File: src/fdchr_pkg.sv
// Constants, field layouts and carrier types for the floppy controller host registers
package fdchr_pkg;

    // Register offsets within the 8-byte window
    localparam logic [2:0] OFF_STATUS_A_PORT = 3'h0;
    localparam logic [2:0] OFF_STATUS_B_PORT = 3'h1;
    localparam logic [2:0] OFF_DIGITAL_OUTPUT_CTL = 3'h2;
    localparam logic [2:0] OFF_TAPE_DRIVE_CTL = 3'h3;
    localparam logic [2:0] OFF_MAIN_STATUS_RATE = 3'h4;
    localparam logic [2:0] OFF_COMMAND_DATA_FIFO = 3'h5;
    localparam logic [2:0] OFF_UNASSIGNED = 3'h6;
    localparam logic [2:0] OFF_DIGITAL_INPUT_CONFIG = 3'h7;
    localparam int WINDOW_BITS = 3;

    // Command byte
    localparam int CMD_MFM_BIT = 6;
    localparam int CMD_OPCODE_MSB = 4;
    localparam logic [4:0] OPC_READ_DATA = 5'h06;
    localparam logic [4:0] OPC_READ_DELETED = 5'h0C;
    localparam logic [4:0] OPC_WRITE_DATA = 5'h05;
    localparam logic [4:0] OPC_WRITE_DELETED = 5'h09;
    localparam logic [4:0] OPC_READ_TRACK = 5'h02;

    // Digital output control fields
    localparam int DOUT_MOTOR_LSB = 4;
    localparam int DOUT_DMA_BIT = 3;
    localparam int DOUT_RESET_N_BIT = 2;
    localparam int DOUT_SEL_LSB = 0;

    // Rate select fields
    localparam int RSEL_SOFT_RESET_BIT = 7;
    localparam int RSEL_LOW_POWER_BIT = 6;
    localparam int RSEL_PRECOMP_LSB = 2;
    localparam int RSEL_RATE_LSB = 0;

    // Tape drive control fields
    localparam int TAPE_EXCHANGE_LSB = 2;
    localparam int TAPE_SELECT_LSB = 0;

    // Reset values
    localparam logic [7:0] DOUT_RESET = 8'h00;
    localparam logic [1:0] TAPE_SEL_RESET = 2'h0;
    localparam logic [1:0] EXCHANGE_RESET = 2'h0;
    localparam logic [1:0] RATE_RESET = 2'h2;
    localparam logic [2:0] PRECOMP_RESET = 3'h0;
    localparam logic LOW_POWER_RESET = 1'b0;
    localparam logic MFM_RESET = 1'b0;

    // Read values
    localparam logic [7:0] READ_FLOAT = 8'hFF;
    localparam logic [7:0] READ_ZERO = 8'h00;
    localparam logic [5:0] RSVD_ZERO6 = 6'h00;
    localparam logic [3:0] RSVD_ZERO4 = 4'h0;
    localparam logic [1:0] RSVD_ZERO2 = 2'h0;

    // Drive pins, raw from the cable side
    typedef struct packed {
        logic index;
        logic trackZero;
        logic writeProtect;
        logic readData;
        logic diskChangedFlag;
        logic mediaSenseInA;
    } fdchr_pins_t;

    // Status from the command engine, same clock
    typedef struct packed {
        logic irqPending;
        logic step;
        logic headSelect;
        logic headDirection;
        logic writeData;
        logic writeGate;
        logic cmdIdle;
        logic [7:0] mainStatus;
        logic [7:0] fifoData;
    } fdchr_eng_t;

endpackage : fdchr_pkg

File: src/fdchr_sync.sv
// Two-flop synchroniser for a vector of independent level inputs
`timescale 1ns/10ps
`default_nettype none
module fdchr_sync #(
    parameter int W = 1
) (
    input wire logic sys_clk,
    input wire logic rst,
    input wire logic [W-1:0] asyncIn,
    output logic [W-1:0] syncOut
);
    logic [W-1:0] stage1_q;
    logic [W-1:0] stage2_q;

    // Stage one feeds only stage two
    always_ff @(posedge sys_clk or posedge rst) begin
        if (rst) begin
            stage1_q <= '0;
            stage2_q <= '0;
        end else begin
            stage1_q <= asyncIn;
            stage2_q <= stage1_q;
        end
    end

    assign syncOut = stage2_q;
endmodule : fdchr_sync
`default_nettype wire

File: src/fdchr_regs.sv
// Host register front end of the floppy disk controller
//
// Behaviour
// - Bit 6 of a read/write command first byte selects FM or MFM
// - Floated drive pins make every read 0xFF
// - Second media-sense input drives no logic
// - No upper data-rate output pin exists
// - Decode window is 8-byte aligned, low bits select
// - Offset 4 and 7 split read/write registers
// - Written fields behave alike in PC-AT and PS/2
// - Status A/B and full input only PS/2
// - PC-AT input read shows disk change only
// - Extended tape layout only in enhanced mode
`timescale 1ns/10ps
`default_nettype none
module fdchr_regs (
    input wire logic sys_clk,
    input wire logic rst,
    input wire logic [15:0] baseAddr,
    input wire logic [15:0] ioAddr,
    input wire logic ioRead,
    input wire logic ioWrite,
    input wire logic [7:0] ioWData,
    output logic [7:0] ioRData,
    output logic ioRValid,
    input wire logic ps2Mode,
    input wire logic enhancedTapeLayoutMode,
    input wire logic pinsFloat,
    input wire logic [1:0] driveId,
    input wire fdchr_pkg::fdchr_pins_t drivePins,
    input wire fdchr_pkg::fdchr_eng_t engine,
    output logic fifoWriteStrobe,
    output logic fifoReadStrobe,
    output logic [7:0] cmdByte,
    output logic mfmMode,
    output logic [3:0] motorEnable,
    output logic dmaEnable,
    output logic controllerReset_n,
    output logic [1:0] driveSelect,
    output logic [1:0] tapeSelect,
    output logic [1:0] driveExchange,
    output logic softReset,
    output logic lowPower,
    output logic [2:0] precompSelect,
    output logic lowerRateOut
);
    fdchr_pkg::fdchr_pins_t pinSync;

    // Pins cross from the cable side before use; the second sense input is not brought in
    fdchr_sync #(
        .W($bits(fdchr_pkg::fdchr_pins_t))
    ) u_pin_sync (
        .sys_clk(sys_clk),
        .rst(rst),
        .asyncIn(drivePins),
        .syncOut(pinSync)
    );

    logic [7:0] dout_q;
    logic [1:0] tapeSel_q;
    logic [1:0] exchange_q;
    logic [1:0] rate_q;
    logic [2:0] precomp_q;
    logic lowPower_q;
    logic softReset_q;
    logic mfm_q;
    logic firstByte_q;
    logic [7:0] cmdByte_q;
    logic [7:0] rdata_q;
    logic rvalid_q;

    localparam int WINDOW_BITS_C = fdchr_pkg::WINDOW_BITS;

    // Decode
    wire windowHit = (ioAddr[15:WINDOW_BITS_C] == baseAddr[15:WINDOW_BITS_C]);
    wire [2:0] offset = ioAddr[2:0];
    wire rdHit = ioRead && windowHit;
    wire wrHit = ioWrite && windowHit;
    wire wrDout = wrHit && (offset == fdchr_pkg::OFF_DIGITAL_OUTPUT_CTL);
    wire wrTape = wrHit && (offset == fdchr_pkg::OFF_TAPE_DRIVE_CTL);
    wire wrRate = wrHit && (offset == fdchr_pkg::OFF_MAIN_STATUS_RATE);
    wire wrFifo = wrHit && (offset == fdchr_pkg::OFF_COMMAND_DATA_FIFO);
    wire wrConfig = wrHit && (offset == fdchr_pkg::OFF_DIGITAL_INPUT_CONFIG);
    wire rdFifo = rdHit && (offset == fdchr_pkg::OFF_COMMAND_DATA_FIFO);

    // Read/write command opcodes carry the density bit
    wire [4:0] opcode = ioWData[fdchr_pkg::CMD_OPCODE_MSB:0];
    wire isRwOpcode = (opcode == fdchr_pkg::OPC_READ_DATA)
        || (opcode == fdchr_pkg::OPC_READ_DELETED)
        || (opcode == fdchr_pkg::OPC_WRITE_DATA)
        || (opcode == fdchr_pkg::OPC_WRITE_DELETED)
        || (opcode == fdchr_pkg::OPC_READ_TRACK);
    wire mfmLoad = wrFifo && firstByte_q && isRwOpcode;

    // Read views; one layout in both system modes unless marked otherwise
    wire [7:0] statusAView = {engine.irqPending, 1'b0, engine.step, pinSync.trackZero,
        engine.headSelect, pinSync.index, pinSync.writeProtect, engine.headDirection};
    wire [7:0] statusBView = {fdchr_pkg::RSVD_ZERO2, dout_q[fdchr_pkg::DOUT_SEL_LSB],
        engine.writeData, pinSync.readData, engine.writeGate,
        dout_q[fdchr_pkg::DOUT_MOTOR_LSB + 1], dout_q[fdchr_pkg::DOUT_MOTOR_LSB]};
    wire [7:0] tapeEnhView = {1'b1, pinSync.mediaSenseInA, driveId, exchange_q,
        tapeSel_q};
    wire [7:0] tapePlainView = {fdchr_pkg::RSVD_ZERO6, tapeSel_q};
    wire [7:0] tapeView = enhancedTapeLayoutMode ? tapeEnhView : tapePlainView;
    // High density is low-active: low for the two fast rates
    wire densityLow = (rate_q == 2'h0) || (rate_q == 2'h3);
    wire [7:0] inputPs2View = {pinSync.diskChangedFlag, fdchr_pkg::RSVD_ZERO4,
        rate_q, ~densityLow};
    wire [7:0] inputAtView = {pinSync.diskChangedFlag, 7'h00};
    wire [7:0] inputView = ps2Mode ? inputPs2View : inputAtView;

    logic [7:0] readMux;
    always_comb begin
        readMux = fdchr_pkg::READ_FLOAT;
        unique case (offset)
            fdchr_pkg::OFF_STATUS_A_PORT: begin
                readMux = ps2Mode ? statusAView : fdchr_pkg::READ_FLOAT;
            end
            fdchr_pkg::OFF_STATUS_B_PORT: begin
                readMux = ps2Mode ? statusBView : fdchr_pkg::READ_FLOAT;
            end
            fdchr_pkg::OFF_DIGITAL_OUTPUT_CTL: begin
                readMux = dout_q;
            end
            fdchr_pkg::OFF_TAPE_DRIVE_CTL: begin
                readMux = tapeView;
            end
            fdchr_pkg::OFF_MAIN_STATUS_RATE: begin
                readMux = engine.mainStatus;
            end
            fdchr_pkg::OFF_COMMAND_DATA_FIFO: begin
                readMux = engine.fifoData;
            end
            fdchr_pkg::OFF_UNASSIGNED: begin
                readMux = fdchr_pkg::READ_FLOAT;
            end
            fdchr_pkg::OFF_DIGITAL_INPUT_CONFIG: begin
                readMux = inputView;
            end
        endcase
    end

    // Floating drive pins override every view
    wire [7:0] readValue = pinsFloat ? fdchr_pkg::READ_FLOAT : readMux;

    // Read answer, one cycle after the request
    always_ff @(posedge sys_clk or posedge rst) begin
        if (rst) begin
            rdata_q <= fdchr_pkg::READ_ZERO;
            rvalid_q <= 1'b0;
        end else begin
            rvalid_q <= rdHit;
            if (rdHit) begin
                rdata_q <= readValue;
            end
        end
    end

    // Control registers; offset 6 reaches none of them
    always_ff @(posedge sys_clk or posedge rst) begin
        if (rst) begin
            dout_q <= fdchr_pkg::DOUT_RESET;
            tapeSel_q <= fdchr_pkg::TAPE_SEL_RESET;
            exchange_q <= fdchr_pkg::EXCHANGE_RESET;
        end else begin
            if (wrDout) begin
                dout_q <= ioWData;
            end
            if (wrTape) begin
                tapeSel_q <= ioWData[fdchr_pkg::TAPE_SELECT_LSB +: 2];
                if (enhancedTapeLayoutMode) begin
                    exchange_q <= ioWData[fdchr_pkg::TAPE_EXCHANGE_LSB +: 2];
                end
            end
        end
    end

    // Rate is written from either rate register
    always_ff @(posedge sys_clk or posedge rst) begin
        if (rst) begin
            rate_q <= fdchr_pkg::RATE_RESET;
            precomp_q <= fdchr_pkg::PRECOMP_RESET;
            lowPower_q <= fdchr_pkg::LOW_POWER_RESET;
            softReset_q <= 1'b0;
        end else begin
            softReset_q <= wrRate && ioWData[fdchr_pkg::RSEL_SOFT_RESET_BIT];
            if (wrRate) begin
                rate_q <= ioWData[fdchr_pkg::RSEL_RATE_LSB +: 2];
                precomp_q <= ioWData[fdchr_pkg::RSEL_PRECOMP_LSB +: 3];
                lowPower_q <= ioWData[fdchr_pkg::RSEL_LOW_POWER_BIT];
            end else if (wrConfig) begin
                rate_q <= ioWData[fdchr_pkg::RSEL_RATE_LSB +: 2];
            end
        end
    end

    // First-byte tracking: the engine marks idle between commands
    always_ff @(posedge sys_clk or posedge rst) begin
        if (rst) begin
            firstByte_q <= 1'b1;
            mfm_q <= fdchr_pkg::MFM_RESET;
            cmdByte_q <= fdchr_pkg::READ_ZERO;
        end else begin
            if (wrFifo) begin
                firstByte_q <= 1'b0;
                cmdByte_q <= ioWData;
            end else if (engine.cmdIdle) begin
                firstByte_q <= 1'b1;
            end
            if (mfmLoad) begin
                mfm_q <= ioWData[fdchr_pkg::CMD_MFM_BIT];
            end
        end
    end

    // Outputs
    assign ioRData = rdata_q;
    assign ioRValid = rvalid_q;
    assign fifoWriteStrobe = wrFifo;
    // A floated read returns ones and must not pop the engine's data
    assign fifoReadStrobe = rdFifo && !pinsFloat;
    assign cmdByte = cmdByte_q;
    assign mfmMode = mfm_q;
    assign motorEnable = dout_q[fdchr_pkg::DOUT_MOTOR_LSB +: 4];
    assign dmaEnable = dout_q[fdchr_pkg::DOUT_DMA_BIT];
    assign controllerReset_n = dout_q[fdchr_pkg::DOUT_RESET_N_BIT];
    assign driveSelect = dout_q[fdchr_pkg::DOUT_SEL_LSB +: 2];
    assign tapeSelect = tapeSel_q;
    assign driveExchange = exchange_q;
    assign softReset = softReset_q;
    assign lowPower = lowPower_q;
    assign precompSelect = precomp_q;
    // Only the low rate bit leaves the block
    assign lowerRateOut = rate_q[0];
endmodule : fdchr_regs
`default_nettype wire

File: config.mk
export PLATFORM = sky130hd
export DESIGN_NAME = fdchr_regs
export DESIGN_NICKNAME = d
export VERILOG_FILES = /design/src/fdchr_pkg.sv /design/src/fdchr_sync.sv /design/src/fdchr_regs.sv
export SDC_FILE = /design/constraint.sdc
export NUM_CORES = 1
export LEC_CHECK = 0
export BUFFER_PORTS_ARGS = -buffer_cell sky130_fd_sc_hd__buf_4
export CAP_MARGIN = 20
export CORE_MARGIN = 2
export CORE_UTILIZATION = 51
export DETAILED_ROUTE_END_ITERATION = 12
export GPL_ROUTABILITY_DRIVEN = 0
export PLACE_DENSITY_LB_ADDON = 0.05
export SYNTH_ARGS = -nofsm -noshare
export SYNTH_HDL_FRONTEND = slang
export SYNTH_SLANG_ARGS = --single-unit
File: constraint.sdc
create_clock -name sys_clk -period 4.4 [get_ports sys_clk]
set_clock_uncertainty 0.15 [all_clocks]
set_input_delay 0.22 -clock sys_clk [delete_from_list [all_inputs] [get_ports sys_clk]]
set_output_delay 0.22 -clock sys_clk [all_outputs]
set_load 0.03 [all_outputs]
==> results.cfg, run 1 <==
[power]
p_sw_share_pct = 24.0
vdd_drop_max_mv = 0.233
pwr-share-seq_pct = 49.5
p_int_w = 0.000718
power.leakage_nw = 1.91
power.density_nw_per_um2 = 255
p_comb_share_pct = 15.3
p_switching_w = 0.000227
p_total_w = 0.000945
pwr-share-clk_pct = 35.3

[synthesis]
syn-num-nets = 296
async_flop_share_pct = 100
synth_edf_count = 0
synth_xor_area_share_pct = 5.03
synth_top_family_by_area = multiplexers
ys_ff_latch = 50
seq_area_frac_synth_pct = 48.0
synth_area_per_cell_um2 = 12.0
synthFlopType = dfrtp_1
synth_compound_area_share_pct = 10.3
yosys-mux-area-fraction_pct = 19.5
synth_cell_types = 46
synth_cells = 218
synth_fa_ha_area_share_pct = 0
yosys_warnings = 0
synth-simple-area-share_pct = 13.6
syn-cell-area_um2 = 2610

[sta]
slew_viol_final = 0
rsz0062_at_grt = no
tns_ps = 0
tightest_slew_ps = 819
post-route-period-util_pct = 46.9
period_needed_ps = 2060
relSlewSlack_pct = 45.1
hold_viol_final = 0
setup_violations = 0
clock.fmax_ghz = 0.485

[critical_path]
worstPathCellList = buf_4 -> nor2b_1 -> and2_1 -> and3b_1 -> buf_4
startpoint_type = primary input
slowest_stage = nor2b_1
crit_buf_inv = 2
r2r-start = tapeSelect[1]
crit_path_max_incr_delay_ps = 550
r2r-end = ioRData[1]
cp.depth = 5
crit_path_end_kind = output pin
worstSetupStartpoint = ioAddr[2]
crit_type = primary input to output pin
ff2ff_setup_slack_ps = 2810
worstPathRequired_ps = 4030
cp_common_cell = buf_4
crit_arrival_ps = 1690
cp_max_fo = 26
critPathCapture = fifoReadStrobe
ff2ff_path_depth = 5
crit_family = simple AND/OR/NAND/NOR gates

[drt]
routedWlPerCell_um = 15.8
vias = 2169
ant_nets = 0
first_iter_violations = 160
vias_per_cell = 5.32
first_pass_iters = 4
routed_wl_um = 6450
drc = 0

[cts]
cts.path.max_buffers = 2
post-cts-setup-buffer-count = 0
cts_tree = done
htree_levels = 2
numCtsBuffers = 5
post_cts_resized = 0
root_buffer = clkbuf_8
clock-sinks = 50
clk-insertion-delay-late_ps = 310
path_clk_slew_ps = 90

[global_routing]
grtUsageTotal_pct = 22.2
grt_max_degree = 51
antenna_found_initial = 0
grt_pass1_vias = 1990
overflow = 0
grt_pass1_wl_um = 9510

[die]
initial_core_util_pct = 52.1
die_w_um = 75.6
core_area_um2 = 5010
die_h_um = 75.6
rows = 26
io_pins = 116
die-area_um2 = 5710

[final_layout]
layout_commonest_cell = buf_4
synthToLayoutAreaGrowth_pct = 41.9
fin_nets = 415
drive_above_1_share_pct = 50.9
antennaDiodeCount = 0
final_cell_mix = buf_4 (112), dfrtp_1 (48), mux2_2 (40), nor2_1 (12), dlygate4sd3_1 (10)

[hold_path]
hp-class = primary input to flop

[place]
dp_hpwl_um = 4780
port_buffers = 112

[outcome]
outcome = complete, no violations

[job]
max_cap_violations = 0
final cells by class:
class | count | area, µm²
clock buffer | 5 | 68.8
clock inverter | 3 | 47.5
fill | 394 | 1300
inverter | 6 | 22.5
multi-input combinational | 151 | 1260
sequential | 50 | 1250
tap | 70 | 87.6
timing repair buffer | 123 | 961
layer usage:
layer / wire length [µm] / global-route usage (%) / vias up
li1: - / - / 1040
met1: 2730 / 29.2 / 1045
met2: 3190 / 37.2 / 76
met3: 464 / 5.56 / 8
met4: 68 / 5.46 / 0
met5: 0 / 0 / -
what timing repair did:
item                                    4_1_cts  5_1_grt
endpoints found under the setup margin        0        0
hold buffers                                  8        2
endpoints found under the hold margin         9       51
power by group through the flow:
stage	clock network (W)	logic [W]	registers, W
2_1_floorplan	0	0.0000660	0.000477
3_3_place_gp	0	0.000132	0.000476
3_5_place_dp	0	0.000136	0.000476
4_1_cts	0.000342	0.000142	0.000467
5_1_grt	0.000361	0.000158	0.000468
6_report	0.000333	0.000144	0.000467
how the worst min path moves through the flow:
stage                       from                endpoint  depth (start not counted)
floorplan           drivePins[0]  u_pin_sync.stage1_q[0]                          0
global placement    drivePins[2]  u_pin_sync.stage1_q[2]                          1
detailed placement  drivePins[2]  u_pin_sync.stage1_q[2]                          1
CTS                   ioWData[4]        precompSelect[2]                          2
global route          ioWData[7]              cmdByte[7]                          2
finish                ioWData[7]              cmdByte[7]                          2
flip-flops by register name (all words and copies together), names as in the netlist:
name,flops
dout_q,8
rate_q,2
firstByte_q,1
softReset,1
mfmMode,1
precompSelect,3
lowPower,1
u_pin_sync.syncOut,6
cmdByte,8
ioRValid,1
u_pin_sync.stage1_q,6
driveExchange,2
ioRData,8
tapeSelect,2
per-stage QoR:
step | setup WS, ps | instances | util, % | area [µm²] | hold slack, ps
3_3_place_gp | 2070 | 389 | 69.3 | 3470 | 179
5_1_grt | 2240 | 408 | 74.0 | 3710 | 4.56
6_report | 2340 | 408 | 74.0 | 3710 | 12.4
3_5_place_dp | 2030 | 389 | 69.3 | 3470 | 181
4_1_cts | 2350 | 405 | 73.2 | 3670 | 5.30
2_1_floorplan | 2630 | 218 | - | 2610 | 101
cell usage after synthesis, types with 6 or more instances:
cell type | instances | area share [%]
dfrtp_1 | 48 | 46
mux2_2 | 40 | 17
nor2_1 | 12 | 1.7
a21oi_1 | 9 | 1.7
xnor2_1 | 8 | 2.7
xor2_1 | 7 | 2.3
buf_2 | 6 | 1.1
inv_1 | 6 | 0.86
mux2i_1 | 6 | 2.3
nand4_1 | 6 | 1.4
nor2b_1 | 6 | 1.4
logic make-up after synthesis:
group           Yosys count
simple gates             51
flops                    50
mux                      46
compound gates           39
buf+inv                  17
xor+xnor                 15
Power figures use the tool's default switching activity.
==> run 2: changes to the inputs <==
Settings changed: CORE_UTILIZATION 51 to 47.
Clock period 4.4 ns to 2.2 ns, I/O delays scaled along.
==> run 2 against run 1 <==
Net effect:
- non-clock buffer count rose by 12
- clock power rose by 65%
- first-iteration DRC count fell by 28%
- core utilization fell by 3.9 points
- count of clock-buffer cells in the layout rose by 1
- register-to-register slack got worse by 2200 ps
- largest cell class unchanged
- largest power group unchanged
- highest routed layer unchanged
==> results.cfg, run 2 (same netlist as run 1, synthesis figures left out) <==
[global_routing]
grtUsageTotal_pct = 21.2
overflow = 0
grt_pass1_wl_um = 10200
grt_pass1_vias = 2184
grt_max_degree = 48
antenna_found_initial = 0

[sta]
whs_ps = 63.1
post-route-period-util_pct = 76.7
tightest_slew_ps = 405
clock.fmax_ghz = 0.593
hold_viol_final = 0
setup_violations = 0
rsz0062_at_grt = no
relSlewSlack_pct = 72.9
slew_viol_final = 0
period_needed_ps = 1690
tns_ps = 0

[die]
core_area_um2 = 5440
initial_core_util_pct = 48.0
die_h_um = 78.6
die_w_um = 78.6
die-area_um2 = 6170
io_pins = 116
rows = 27

[drt]
routedWlPerCell_um = 15.0
drc = 0
vias = 2212
routed_wl_um = 6320
ant_nets = 0
wl_met2_um = 3070
first_iter_violations = 116
wl_met3_um = 460
first_pass_iters = 5
vias_per_cell = 5.24
dr.max_layer_used = met4
wl_met1_um = 2710

[cts]
cts.path.max_buffers = 2
post-cts-setup-buffer-count = 0
numCtsBuffers = 5
path_clk_slew_ps = 90
clock-sinks = 50
htree_levels = 2
cts_tree = done
clk-insertion-delay-late_ps = 290
postCtsHoldBufs = 18
post_cts_resized = 0
root_buffer = clkbuf_8

[final_layout]
synthToLayoutAreaGrowth_pct = 45.8
final_cell_mix = buf_4 (115), dfrtp_1 (48), mux2_2 (40), dlygate4sd3_1 (18), nor2_1 (12)
antennaDiodeCount = 0
utilization_pct = 70.0
layout_commonest_cell = buf_4
fin_nets = 427
drive_above_1_share_pct = 50.3

[hold_path]
hp-class = primary input to flop

[place]
port_buffers = 112
dp_hpwl_um = 4670

[outcome]
outcome = complete, no violations

[power]
power.density_nw_per_um2 = 469
power.leakage_nw = 1.95
vdd_drop_max_mv = 0.322
p_total_w = 0.00179

[critical_path]
cp_max_fo = 8
crit_arrival_ps = 1730
crit_type = primary input to flop
worstPathRequired_ps = 2240
crit_path_end_kind = flop
startpoint_type = primary input

[job]
max_cap_violations = 0
[run 2: cell types whose count changed in the layout (fill, tap and decap cells not counted)]
cell and delta:
dlygate4sd3_1 +8, buf_4 +3, inv_6 -2, buf_12 +1
bufinv_16 -1, clkbuf_8 +1, clkinv_2 +1, clkinvlp_4 +1
[run 2: critical path, stage by stage]
cell      delay (ps)
buf_4            110
xor2_1           160
nor4_2           360
and4bb_1         300
buf_12           150
nand4b_4         200
mux2_2           320
[run 2: per-stage QoR]
step / cell area [µm²] / instances / setup slack [ps]
floorplan: 2610 / 218 / 545
global placement: 3530 / 396 / 232
detailed placement: 3530 / 396 / 223
CTS: 3810 / 422 / 539
global route: 3810 / 422 / 428
finish: 3810 / 422 / 513
[run 2: worst paths after layout]
path | startpoint | end | slack [ps] | depth (start not counted)
min in group asynchronous | rst | u_pin_sync.syncOut[5] | 80 | 3
worst max register to register | tapeSelect[1] | ioRData[1] | 630 | 5
worst min-delay path | driveId[0] | ioRData[4] | 60 | 4
max in group asynchronous | rst | rate_q[1] | 1320 | 4
worst max-delay path | baseAddr[13] | dout_q[1] | 510 | 7
worst min register to register | u_pin_sync.stage1_q[0] | u_pin_sync.syncOut[0] | 210 | 0
[run 2: final cells by class]
| type | instances | area [µm²] |
|---|---|---|
| fill | 416 | 1630 |
| multi-input combinational | 151 | 1260 |
| sequential | 50 | 1250 |
| timing repair buffer | 135 | 1080 |
| tap | 72 | 90.1 |
| clock buffer | 6 | 82.6 |
| inverter | 6 | 22.5 |
| clock inverter | 2 | 12.5 |
[run 2: per-layer routing]
metal | global-route usage, % | vias to the layer above
met4 | 6.32 | 0
met1 | 27.4 | 1070
li1 | - | 1061
met5 | 0 | -
met3 | 5.40 | 6
met2 | 35.0 | 75
[run 2: report_power, final]
part	switching [W]	internal, W
Clock	0.000298	0.000253
Sequential	0.00000357	0.000930
Combinational	0.000131	0.000172
Total	0.000433	0.00136
==> run 3: changes to the inputs <==
Clock period 2.2 ns to 1.6 ns, I/O delays scaled along.
==> run 3 against run 2 <==
Net effect:
- register-to-register slack worse by 600 ps
- sequential power increased by 37%
- hold slack worse by 42 ps
- via count up 5.8%
- die area is the same
- total power rose by 41%
- combinational power grew 52%
- core utilization up 4.1 points
- worst setup slack got worse by 480 ps
- largest cell class unchanged
- largest power group unchanged
- highest routed layer unchanged
==> results.cfg, run 3 (same netlist as run 1, synthesis figures left out) <==
[drt]
routedWlPerCell_um = 15.8
first_pass_iters = 4
vias_per_cell = 5.23
drc = 0
vias = 2340
ant_nets = 0
routed_wl_um = 7060
first_iter_violations = 111

[power]
p_total_w = 0.00252
power.density_nw_per_um2 = 624
power.leakage_nw = 2.07
vdd_drop_max_mv = 0.531

[critical_path]
worstPathRequired_ps = 1650
crit_buf_inv = 0
crit_path_max_incr_delay_ps = 440
crit_type = flop to flop
worstPathCellList = mux2i_1 -> o21a_1 -> o21ai_1 -> a221o_1 -> mux2_2
startpoint_type = flop
crit_path_end_kind = flop
ff2ff_setup_slack_ps = 30
cp_max_fo = 4
crit_arrival_ps = 1620
crit_family = compound AO/OA/AOI/OAI gates
slowest_stage = dfrtp_2

[global_routing]
grt_util_met2_pct = 40.4
busiest_layer = met2
grtUsageTotal_pct = 23.4
grt_pass1_vias = 2381
grt_pass1_wl_um = 11400
grt_max_degree = 37
antenna_found_initial = 0
grt_use_met3_pct = 5.06
overflow = 0
grtUsageMet1_pct = 29.9

[die]
die_w_um = 78.6
core_area_um2 = 5440
rows = 27
io_pins = 116
initial_core_util_pct = 48.0
die_h_um = 78.6
die-area_um2 = 6170

[place]
dp_hpwl_um = 5300
dpl_cell_area_um2 = 3720
port_buffers = 112
pre_cts_ws_ps = -285

[cts]
numCtsBuffers = 5
clock-sinks = 50
path_clk_slew_ps = 100
cts_tree = done
cts.path.max_buffers = 2
root_buffer = clkbuf_8
htree_levels = 2
clk-insertion-delay-late_ps = 310

[outcome]
outcome = complete, no violations

[sta]
rsz0062_at_grt = yes
clock.fmax_ghz = 0.637
whs_ps = 21.3
slew_viol_final = 0
period_needed_ps = 1570
setup_violations = 0
worst_slack_ps = 30.3
relSlewSlack_pct = 76.0
tightest_slew_ps = 359
hold_viol_final = 0
post-route-period-util_pct = 98.1

[final_layout]
drive_above_1_share_pct = 55.2
final_area_um2 = 4040
synthToLayoutAreaGrowth_pct = 54.5
layout_commonest_cell = buf_4
fillers = 407
ff_latch_area_um2 = 1260
fin_nets = 452
multiInputGateArea_um2 = 1290
final_cell_mix = buf_4 (137), dfrtp_1 (46), mux2_2 (40), dlygate4sd3_1 (17), nor2_1 (12)
antennaDiodeCount = 0

[hold_path]
hp-class = primary input to flop

[job]
max_cap_violations = 0
-- run 3: changes by cell type in the layout (fill, tap and decap cells not counted), sizes merged --
cell / before / now
buf: 117 / 142
clkbuf: 6 / 5
dlygate4sd3: 18 / 17
dlymetal6s4s: 0 / 1
inv: 6 / 7
-- run 3: layer usage --
metal	up-vias	part of all wire, %	wire [µm]
li1	1109	-	-
met1	1146	42	2930
met2	78	51	3580
met3	7	6.5	459
met4	0	1.2	85
met5	-	0	0
-- run 3: final timing paths --
check                                            start                      to  cells past startpoint
worst max-delay path                     tapeSelect[1]              ioRData[1]                      5
worst min-delay path                        driveId[0]              ioRData[4]                      4
worst max register to register           tapeSelect[1]              ioRData[1]                      5
worst min register to register  u_pin_sync.stage1_q[5]   u_pin_sync.syncOut[5]                      0
max in group asynchronous                          rst               rate_q[1]                      4
min in group asynchronous                          rst  u_pin_sync.stage1_q[5]                      3
-- run 3: cell type report --
cell class,count,share of cell area [%]
inverter,6,0.558
tap,72,2.23
sequential,50,31.1
multi-input combinational,151,31.9
timing repair buffer,160,31.8
clock buffer,5,1.71
clock inverter,3,0.620
-- run 3: worst min-delay path: cells and delay by family --
kind | cells | cell delay, ps
multiplexers | 1 | 140
AO/OA/AOI/OAI | 2 | 150
buffers and inverters | 1 | 80
-- run 3: what timing repair did --
item                                    4_1_cts  5_1_grt
hold buffers                                 18        0
hold endpoints to repair                     85        0
gates cloned                                  0        0
endpoints found under the setup margin        1       14
pin swaps                                     0        7
setup buffers                                 1        2
gates resized for setup                       0        8
-- run 3: stage by stage --
step | cells | utilization, % | TNS [ps]
2_1_floorplan | 218 | - | -107
3_3_place_gp | 419 | 68.4 | -7670
3_5_place_dp | 419 | 68.4 | -8050
4_1_cts | 446 | 73.6 | 0
5_1_grt | 447 | 74.2 | -166
6_report | 447 | 74.2 | 0
-- run 3: power by group --
| part | switching, W | internal, W |
|---|---|---|
| combinational | 0.000193 | 0.000268 |
| sequential | 0.00000534 | 0.00128 |
| clock | 0.000456 | 0.000316 |
| total | 0.000655 | 0.00186 |
